--- src/include/lps_params.svh ---
// constants for the line protection switch controller
`ifndef LPS_PARAMS_SVH
`define LPS_PARAMS_SVH
`define LPS_LOCK_COUNT_DEF   8'h04
`define LPS_WATCH_MIN_DEF    6'h0A
`define LPS_HOLD_HOUR_DEF    6'h18
`define LPS_SEC_PER_MIN      6'h3C
`define LPS_MIN_PER_HOUR     6'h3C
`define LPS_TICK_PERIOD_S    1
`endif

--- src/include/lps_pkg.sv ---
// types for the line protection switch controller
package lps_pkg;
    typedef enum logic [2:0] {
        LPS_WIN_NONE,
        LPS_WIN_UNEQ,
        LPS_WIN_LOCK,
        LPS_WIN_FORCE,
        LPS_WIN_FAIL,
        LPS_WIN_DEGRADE,
        LPS_WIN_MANUAL
    } lps_win_t;

    typedef struct packed {
        logic       redundant_unit_absent;
        logic       work_line_fail;
        logic       protect_line_fail;
        logic       work_line_degrade;
        logic       protect_line_degrade;
    } lps_alarm_t;

    typedef struct packed {
        logic       maint_forced;
        logic       prot_fail_high;
        logic       degrade_included;
        logic       lockin_used;
        logic [7:0] lock_count;
        logic [5:0] watch_min;
        logic [5:0] hold_hour;
    } lps_cfg_t;

    typedef struct packed {
        logic       forced_switch_request;
        logic       manual_switch_request;
        logic       target_protect;
    } lps_cmd_t;
endpackage : lps_pkg

--- src/hw/lps_tick_div.sv ---
// divider turning a slow tick into a pulse every DIV ticks
`timescale 1ns/1ps
module lps_tick_div
    import lps_pkg::*;
#(
    parameter int W = 6
) (
    // clock and reset
    input  wire logic         CLK,
    input  wire logic         RESETN,
    // control
    input  wire logic         CLEAR,
    input  wire logic         TICK_IN,
    input  wire logic [W-1:0] DIV,
    // output
    output logic              TICK_OUT
);
    typedef struct packed {
        logic [W-1:0] cnt;
        logic         pulse;
    } lps_div_st_t;

    lps_div_st_t st;
    lps_div_st_t next_st;

    always_comb begin
        next_st       = st;
        next_st.pulse = 1'b0;
        if (CLEAR) begin
            next_st.cnt = '0;
        end else if (TICK_IN) begin
            if (st.cnt >= DIV - W'(1)) begin
                next_st.cnt   = '0;
                next_st.pulse = 1'b1;
            end else begin
                next_st.cnt = st.cnt + W'(1);
            end
        end
    end

    always_ff @(posedge CLK) begin
        if (!RESETN) begin
            st <= '0;
        end else begin
            st <= next_st;
        end
    end

    assign TICK_OUT = st.pulse;
endmodule : lps_tick_div

--- src/hw/lps_ctrl.sv ---
// receive-side line protection switch controller
`timescale 1ns/1ps
`include "lps_params.svh"

// Summary of operation
// - switch only local receive path, one direction
// - alarms or remote command start a switchover
// - low priority: redundant_unit_absent, lock, force, fail, degrade, manual
// - high priority: protect fail above forced switch
// - lock-in ignored when lock-in not used
// - degrade ignored when degrade excluded
// - manual mode: manual blocked on alarmed target
// - forced mode: operator choice kept despite alarm
// - protect fail high keeps main line online
// - degrade at threshold requests switchover
// - count threshold 1 to 255, default 4
// - watch interval 1 to 60 min, default 10
// - hold time 1 to 48 hours, default 24
// - too many switches in interval enters lock-in
// - lock-in suppresses switching for hold time, except redundant_unit_absent forcing working line
// - hold expiry or lock-in setting change ends lock-in
// - lock-in state readable as status
module lps_ctrl
    import lps_pkg::*;
(
    // clock and reset
    input  wire logic  CLK,
    input  wire logic  RESETN,
    // time base
    input  wire logic  SEC_TICK,
    // line alarm detectors
    input  lps_alarm_t ALARM,
    // craft terminal commands
    input  lps_cmd_t   CMD,
    // provisioning
    input  lps_cfg_t   CFG,
    // status
    output logic       SELECT_PROTECT,
    output logic       LOCKIN_ACTIVE,
    output lps_win_t   WINNER
);
    typedef struct packed {
        logic       sel;
        logic       lockin;
        logic [8:0] sw_count;
        logic [5:0] watch_min;
        logic [5:0] hold_hour;
        lps_cfg_t   cfg_last;
        lps_win_t   winner;
    } lps_st_t;

    lps_st_t  st;
    lps_st_t  next_st;
    logic     min_tick;
    logic     hour_tick;
    logic     cfg_changed;
    logic     lock_clr;
    logic     want_sel;
    lps_win_t win;
    logic     hold_prot_fail;
    logic     fire;

    ////////////////////////////////////////////////////////////////////////////
    // time base

    lps_tick_div #(.W(6)) u_min_div (
        .CLK      (CLK),
        .RESETN   (RESETN),
        .CLEAR    (1'b0),
        .TICK_IN  (SEC_TICK),
        .DIV      (`LPS_SEC_PER_MIN),
        .TICK_OUT (min_tick)
    );

    lps_tick_div #(.W(6)) u_hour_div (
        .CLK      (CLK),
        .RESETN   (RESETN),
        .CLEAR    (lock_clr),
        .TICK_IN  (min_tick),
        .DIV      (`LPS_MIN_PER_HOUR),
        .TICK_OUT (hour_tick)
    );

    ////////////////////////////////////////////////////////////////////////////
    // arbitration

    assign cfg_changed = (CFG.lockin_used != st.cfg_last.lockin_used)
                       | (CFG.lock_count != st.cfg_last.lock_count)
                       | (CFG.watch_min != st.cfg_last.watch_min)
                       | (CFG.hold_hour != st.cfg_last.hold_hour);
    assign lock_clr    = cfg_changed | !st.lockin;

    always_comb begin
        win            = LPS_WIN_NONE;
        want_sel       = st.sel;
        hold_prot_fail = 1'b0;
        if (ALARM.redundant_unit_absent) begin
            win      = LPS_WIN_UNEQ;
            want_sel = 1'b0;
        end else if (CFG.lockin_used && st.lockin) begin
            win = LPS_WIN_LOCK;
        end else if (CFG.prot_fail_high && ALARM.protect_line_fail) begin
            win            = LPS_WIN_FAIL;
            want_sel       = 1'b0;
            hold_prot_fail = 1'b1;
        end else if (CFG.maint_forced && CMD.forced_switch_request) begin
            win      = LPS_WIN_FORCE;
            want_sel = CMD.target_protect;
        end else if (ALARM.work_line_fail != ALARM.protect_line_fail) begin
            win      = LPS_WIN_FAIL;
            want_sel = ALARM.work_line_fail;
        end else if (CFG.degrade_included
                     && (ALARM.work_line_degrade != ALARM.protect_line_degrade)) begin
            win      = LPS_WIN_DEGRADE;
            want_sel = ALARM.work_line_degrade;
        end else if (CMD.manual_switch_request
                     && !(CMD.target_protect ? ALARM.protect_line_fail
                                             : ALARM.work_line_fail)) begin
            win      = LPS_WIN_MANUAL;
            want_sel = CMD.target_protect;
        end
    end

    // only a winner other than lock whose wanted select differs from the current one moves select
    assign fire = (win != LPS_WIN_NONE) && (win != LPS_WIN_LOCK) && (want_sel != st.sel);

    ////////////////////////////////////////////////////////////////////////////
    // state update

    always_comb begin
        next_st          = st;
        next_st.cfg_last = CFG;
        next_st.winner   = win;
        if (fire) begin
            next_st.sel = want_sel;
        end
        if (st.lockin) begin
            if (hour_tick) begin
                next_st.hold_hour = st.hold_hour + 6'h01;
            end
            if (cfg_changed || !CFG.lockin_used
                || (hour_tick && (st.hold_hour + 6'h01 >= CFG.hold_hour))) begin
                next_st.lockin    = 1'b0;
                next_st.hold_hour = '0;
                next_st.sw_count  = '0;
                next_st.watch_min = '0;
            end
        end else begin
            if (min_tick) begin
                if (st.watch_min + 6'h01 >= CFG.watch_min) begin
                    next_st.watch_min = '0;
                    next_st.sw_count  = '0;
                end else begin
                    next_st.watch_min = st.watch_min + 6'h01;
                end
            end
            if (fire) begin
                next_st.sw_count = next_st.sw_count + 9'h001;
            end
            if (CFG.lockin_used && !cfg_changed
                && (next_st.sw_count > {1'b0, CFG.lock_count})) begin
                next_st.lockin    = 1'b1;
                next_st.hold_hour = '0;
            end
            if (cfg_changed) begin
                next_st.sw_count  = '0;
                next_st.watch_min = '0;
            end
        end
    end

    always_ff @(posedge CLK) begin
        if (!RESETN) begin
            st                    <= '0;
            st.cfg_last.lockin_used <= 1'b1;
            st.cfg_last.lock_count  <= `LPS_LOCK_COUNT_DEF;
            st.cfg_last.watch_min   <= `LPS_WATCH_MIN_DEF;
            st.cfg_last.hold_hour   <= `LPS_HOLD_HOUR_DEF;
        end else begin
            st <= next_st;
        end
    end

    assign LOCKIN_ACTIVE  = st.lockin;
    assign SELECT_PROTECT = st.sel;
    assign WINNER         = st.winner;
endmodule : lps_ctrl

--- config.mk ---
export PLATFORM = sky130hd
export DESIGN_NAME = lps_ctrl
export DESIGN_NICKNAME = d
export VERILOG_FILES = /design/src/include/lps_pkg.sv /design/src/hw/lps_tick_div.sv /design/src/hw/lps_ctrl.sv
export VERILOG_INCLUDE_DIRS = /design/src /design/src/include
export SDC_FILE = /design/constraint.sdc
export NUM_CORES = 1
export LEC_CHECK = 0
export BUFFER_PORTS_ARGS = -buffer_cell sky130_fd_sc_hd__buf_2
export CORE_ASPECT_RATIO = 1.5
export CORE_MARGIN = 3
export CORE_UTILIZATION = 55
export DETAILED_ROUTE_END_ITERATION = 6
export PLACE_DENSITY = 0.76
export SKIP_LAST_GASP = 1
export SLEW_MARGIN = 20
export SYNTH_ARGS = -nofsm -noshare
export SYNTH_HDL_FRONTEND = slang
export SYNTH_SLANG_ARGS = --single-unit
--- constraint.sdc ---
create_clock -name CLK -period 4.8 [get_ports CLK]
set_input_delay 0.24 -clock CLK [delete_from_list [all_inputs] [get_ports CLK]]
set_output_delay 0.24 -clock CLK [all_outputs]
set_load 0.05 [all_outputs]
# [Word-level counts from Yosys, hierarchy flattened]
# Cells that the tools add are included.
[totals] regBits=61 inputBits=35 word_cells=95 output_inout_bits=5
[classes] n_eq_ne=10 n_bitwise=6 add_sub_neg=5 order_cmp=5 n_mux=31 reduce_logical=24
[op_table] op="two-way mux 15 bit" count=3
[op_table] op="two-way mux 22 bit" count=2
[op_table] op="two-way mux 6 bit" count=5
[op_table] op="two-way mux 9 bit" count=3
[op_table] op="adder 6 x 1 -> 6 bit (second input constant)" count=4
[op_table] op="two-way mux 3 bit" count=7
[op_table] op="greater-or-equal comparator 6 bit" count=2
[op_table] op="greater-or-equal comparator 6 bit (second input constant)" count=2
[op_table] op="!= test 6 bit" count=2
[op_table] op="two-way mux 1 bit" count=11
[op_table] op="logical AND 1 bit" count=10
[op_table] op="adder 9 x 1 -> 9 bit (second input constant)" count=1
[op_table] op="> comparator 9 x 8 -> 1 bit" count=1
[op_table] op="!= test 8 bit" count=1
[op_table] op="AND reduction 2 bit" count=3
[op_table] op="nonzero test 3 bit" count=2
[op_table] op="logical NOT 1 bit" count=4
[op_table] op="!= test 1 bit" count=4
[op_table] op="OR 1 bit" count=4
[op_table] op="!= test 3 x 1 -> 1 bit (second input constant)" count=1
[op_table] op="!= test 3 x 2 -> 1 bit (second input constant)" count=1
[op_table] op="OR reduction 3 bit" count=1
[op_table] op="logical OR 1 bit" count=2
[op_table] op="!= test 2 x 1 -> 1 bit (second input constant)" count=1
[op_table] op="3 further kinds" count=4

# [Longest topological paths before layout]
[depth] ltp_word=19 ltp_mapped=20 mapped_depth_nobuf=20

# [Hierarchy]
# Synthesis repeated with hierarchy kept, for this count alone.
[unflattened] cells_unflattened=475 area_unflattened_um2=4050.1
[by_module_without_submodules] module="lps_ctrl" n_inst=1 area_each_um2=2999.1 seq_area_each_um2=940.9 cells_each=365
[by_module_without_submodules] module="lps_tick_div" n_inst=2 area_each_um2=525.5 seq_area_each_um2=140.1 cells_each=55

# [Least setup slack after synthesis]
# OpenSTA, ideal clock, no wires.
[synth_timing] path_type="register to register" from="reg st[35] (netlist bit)" to="reg st[28] (netlist bit)" setup_time_ns=0.072 arrival_ns=4.096 required_ns=4.728 synth_period_minus_slack_ns=4.168 path_stages_with_launch=20 path_slack_ns=0.632 path_buffers=0 path_cell_list="dfxtp_1 and3_1 nand3_1 xnor2_1 ha_1 a21o_1 a31o_2 nand2_1 nand2_1 inv_1 ha_1 nand3_1 or4b_1 xor2_1 ha_1 a21o_1 a211oi_1 a21oi_1 o31ai_4 mux2i_1"
[synth_via] elab_chain_len=12
[synth_lines] element="from (decl)" line_no="lps_ctrl.sv:52" rtl="lps_st_t st;"
[synth_lines] element="from (signal assigned)" line_no="lps_ctrl.sv:180" rtl="st <= next_st;"
[synth_lines] element="adder 6 x 1 -> 6 bit *" line_no="lps_ctrl.sv:150" rtl="if (st.watch_min + 6'h01 >= CFG.watch_min) begin"
[synth_lines] element="greater-or-equal comparator 6 bit *" line_no="lps_ctrl.sv:150"
[synth_lines] element="two-way mux 9 bit *" line_no="lps_ctrl.sv:150"
[synth_lines] element="two-way mux 15 bit *" line_no="lps_ctrl.sv:149" rtl="if (min_tick) begin"
[synth_lines] element="two-way mux 15 bit *" line_no="lps_ctrl.sv:137" rtl="if (st.lockin) begin"
[synth_lines] element="adder 9 x 1 -> 9 bit" line_no="lps_ctrl.sv:158" rtl="next_st.sw_count = next_st.sw_count + 9'h001;"
[synth_lines] element="two-way mux 9 bit *" line_no="lps_ctrl.sv:157" rtl="if (fire) begin"
[synth_lines] element="two-way mux 9 bit *" line_no="lps_ctrl.sv:137"
[synth_lines] element="> comparator 9 x 8 -> 1 bit *" line_no="lps_ctrl.sv:161" rtl="&& (next_st.sw_count > {1'b0, CFG.lock_count})) begin"
[synth_lines] element="logical AND 1 bit *" line_no="lps_ctrl.sv:161"
[synth_lines] element="nonzero test 2 bit (no source line) *"
[synth_lines] element="AND reduction 2 bit (no source line) *"
# Mark *: on every way between the ends. The rest lies on a longest branch, timed or not. The select of a mux whose other input is x is not followed.
# A chain may end at the register's enable or synchronous reset.

# [Worst setup path in the final report]
# Ends and elaborated chain as after synthesis.

==> summary.md <==
| Metric | Value |
|---|---|
| Post-synthesis sequential area ratio | 34.8% |
| CTS tree | yes |
| Largest net degree at the start of global routing | 28 |
| Root Buffer | clkbuf_8 |
| First-pass GRT wire length | 12,600 microns |
| Vias in the first global route | 2,956 |
| Worst r2r src | st[35] |
| DR pass1 iterations | 4 |
| Bufs and invs on worst path | 1 |
| Num CTS Buffers | 9 |
| Dominant cell type by area after synthesis | dfxtp_1 |
| TritonCTS Sinks | 61 |
| Post-synth EDFFs | 0 |
| Area delta synth->final | 13.0% |
| Via/cell ratio | 5.62 |
| Syn nets | 476 |
| Synth top cells by count | dfxtp_1, nor2_1, nand2_1 |
| Final Instance Area | 3970 sq um |
| Endpoints failing setup | 0 |
| FF-to-FF setup slack | 0.22 ns |
| Async SR Flop Fraction | 0% |
| Final Hold Vio Count | 0 |
| CP peak stage delay | 0.59 ns |
| Yosys cell types | 57 |
| Max frequency | 219 MHz |
| CORE AREA | 6170 sq um |
| Critical Path RT | 5.06 ns |
| H-tree levels | 3 |
| Syn. warnings | 0 |
| Initial Utilization | 56.9% |
| Final worst path period need | 4.58 ns |
| Predominant post-synthesis flop cell | dfxtp_1 |
| Setup TNS | 0 ns |
| Vias post-DR | 2,997 |
| DIE HEIGHT | 104 microns |
| GRT Util Overall | 21.0% |
| Clock skew | 0.0105 ns |
| Hold crit path type | in -> reg |
| DR WL/cell | 13.9 microns |
| # rows | 35 |
| RSZ-0062 raised after global routing | no |
| Startpoint types | flip-flop |
| I/O Pins | 40 |
| NumNets Final | 514 |
| CP cell instances | and3_1 > nand3_1 > xnor2_2 > ha_1 > a21o_1 > a31o_2 > nand2_1 > nand2_1 > inv_1 > ha_1 > nand3_1 > or4b_1 > xor2_1 > ha_1 > nand3_1 > a211oi_1 > a211oi_1 > a21oi_2 > o31ai_4 > mux2i_1 |
| GR Overflow Total | 0 |
| Worst-Margin Slew | 0.786 ns |
| N_diodes | 0 |
| Max-slew violation count | 0 |
| Hold Buf Count CTS | 0 |
| R2R Path End | st[28] |
| PortBufs | 39 |
| Worst path arrival time | 4.84 ns |
| Peak VDD IR | 0.000183 V |
| Reg2Reg Depth | 20 |
| Slew headroom | 47.5% |
| Clk slew on worst S/H paths | 0.07 ns |
| Slowest-stage cell, CP | or4b_1 |
| Yosys reg bits | 61 |
| Setup bufs post-CTS | 0 |
| Post-route ant nets | 0 |
| Count leader, synth | dfxtp_1 |
| Routed wire length | 7400 microns |
| Post-synth design cell area | 3510 sq um |
| Period utilization | 95.3% |
| Starting DRT DRC Count | 94 |
| Element type at the critical path end | flip-flop |
| Worst hold start | CFG[7] |
| Max-Cap Viols | 0 |
| Synth area leaders | dfxtp_1, ha_1, xnor2_1 |
| Longest Clk Path Bufs | 2 |
| Synth Instances | 416 |
| Final worst slack | 0.223 ns |
| Gp weighted congestion | 0.944 |
| Cell area after placement | 3750 sq um |
| Syn avg cell area | 8.45 sq um |
| Die area | 7400 sq um |
| Crit Path Max Fanout | 8 |
| Hold EP | st[10] |
| Pwr/cell area | 280 nW/um^2 |
| DR DRC count | 0 |
| Status | completed |
| Worst skew pair latency | 0.33 ns |
| Chip Width | 71.3 microns |
| Initial antenna violation count | 0 |
| Pre-CTS WS | 0.238 ns |
| Leak | 1.75 nW |
| Hold Path Cell Cnt | 3 |
| WS Path Type | reg -> reg |
| Post-synth top area share | 34.8% |
| CP top delay family | simple AND/OR/NAND/NOR gates |
| Dpl hpwl | 5780 microns |
| Fillcell total | 530 |
| Layout cell share with drive strength beyond 1 | 15.5% |
[power by group]
group / total, W / leakage (nW) / switching, W / internal (W)
registers: 0.000526 / 0.498 / 0.00000634 / 0.000519
logic: 0.000116 / 1.15 / 0.0000646 / 0.0000509
clock network: 0.000469 / 0.102 / 0.000201 / 0.000268
[cell type report]
| cell class | count | area [sq um] | area share (%) |
|---|---|---|---|
| flip-flops and latches | 61 | 1220 | 30.8 |
| clock buffers | 11 | 151 | 3.81 |
| repair buffers | 41 | 210 | 5.29 |
| inverters | 23 | 86.3 | 2.17 |
| multi-input cells | 318 | 2150 | 54.1 |
| clock inverters | 5 | 58.8 | 1.48 |
| well taps | 74 | 92.6 | 2.33 |
[flip-flops by register name, indices dropped and copies added (netlist names)]
signal,count
u_hour_div.TICK_OUT,1
st,42
u_min_div.TICK_OUT,1
LOCKIN_ACTIVE,1
u_hour_div.st,6
u_min_div.st,6
WINNER,3
SELECT_PROTECT,1
[stage by stage]
step	std cells	utilization [%]	hold slack, ns	power, W
5_1_grt	533	64.3	0.129	0.00116
4_1_cts	533	64.1	0.108	0.00112
6_report	533	64.3	0.122	0.00111
2_1_floorplan	416	-	0.340	0.000615
3_5_place_dp	517	60.7	0.466	0.000653
3_3_place_gp	517	60.7	0.447	0.000650
[cells in the final DEF, fill, tap and decap left out, types with 12 or more instances in the layout]
master and instances:
nand3_1 15, buf_2 39, dfxtp_1 61, inv_1 23, xor2_1 13, nand2_1 42
ha_1 25, o21ai_0 12, xnor2_1 28, nor2_1 43, nand4_1 13, a21oi_1 14
[logic make-up (layout without fill, tap and decap cells)]
group / after synthesis / in the layout / share of synthesized area [%]
and+or+nand+nor: 165 / 165 / 23.8
adders and majority gates: 25 / 25 / 8.90
DFF: 61 / 61 / 34.8
buffers and inverters: 37 / 80 / 4.38
xor gates and xnor gates: 42 / 42 / 10.5
AOI/OAI and AO/OA: 78 / 78 / 15.4
muxes: 8 / 8 / 2.31
[how the worst max path moves through the flow]
stage / from / endpoint / slack (ns) / cells after the start
5_1_grt: st[35] / st[28] / 0.003 / 20
4_1_cts: st[35] / st[27] / 0.22 / 20
2_1_floorplan: st[35] / st[28] / 0.63 / 19
3_3_place_gp: st[35] / st[27] / 0.45 / 20
6_report: st[35] / st[28] / 0.22 / 20
3_5_place_dp: st[35] / st[27] / 0.24 / 20
[routing by layer]
layer	share of wire (%)	up-vias	global-route usage, %	routed length, microns
met2	54	72	38.4	3990
met1	38	1385	22.2	2840
li1	-	1522	-	-
met5	0	-	0	0
met4	2.8	0	10.5	210
met3	4.8	18	4.16	352
[timing repair]
item | in CTS | in global routing
hold endpoints to repair | 0 | 0
endpoints found under the setup margin | 0 | 7
resized for setup | 0 | 2
[worst register-to-register path, cell delays in order, from the launching register on]
cell	delay (ns)
dfxtp_1	0.44
and3_1	0.20
nand3_1	0.13
xnor2_2	0.17
ha_1	0.30
a21o_1	0.18
a31o_2	0.26
nand2_1	0.13
nand2_1	0.12
inv_1	0.08
ha_1	0.16
nand3_1	0.14
or4b_1	0.59
xor2_1	0.19
ha_1	0.29
nand3_1	0.12
a211oi_1	0.06
a211oi_1	0.30
a21oi_2	0.12
o31ai_4	0.31
mux2i_1	0.22
Note: power is estimated with default switching activity, not from simulation.
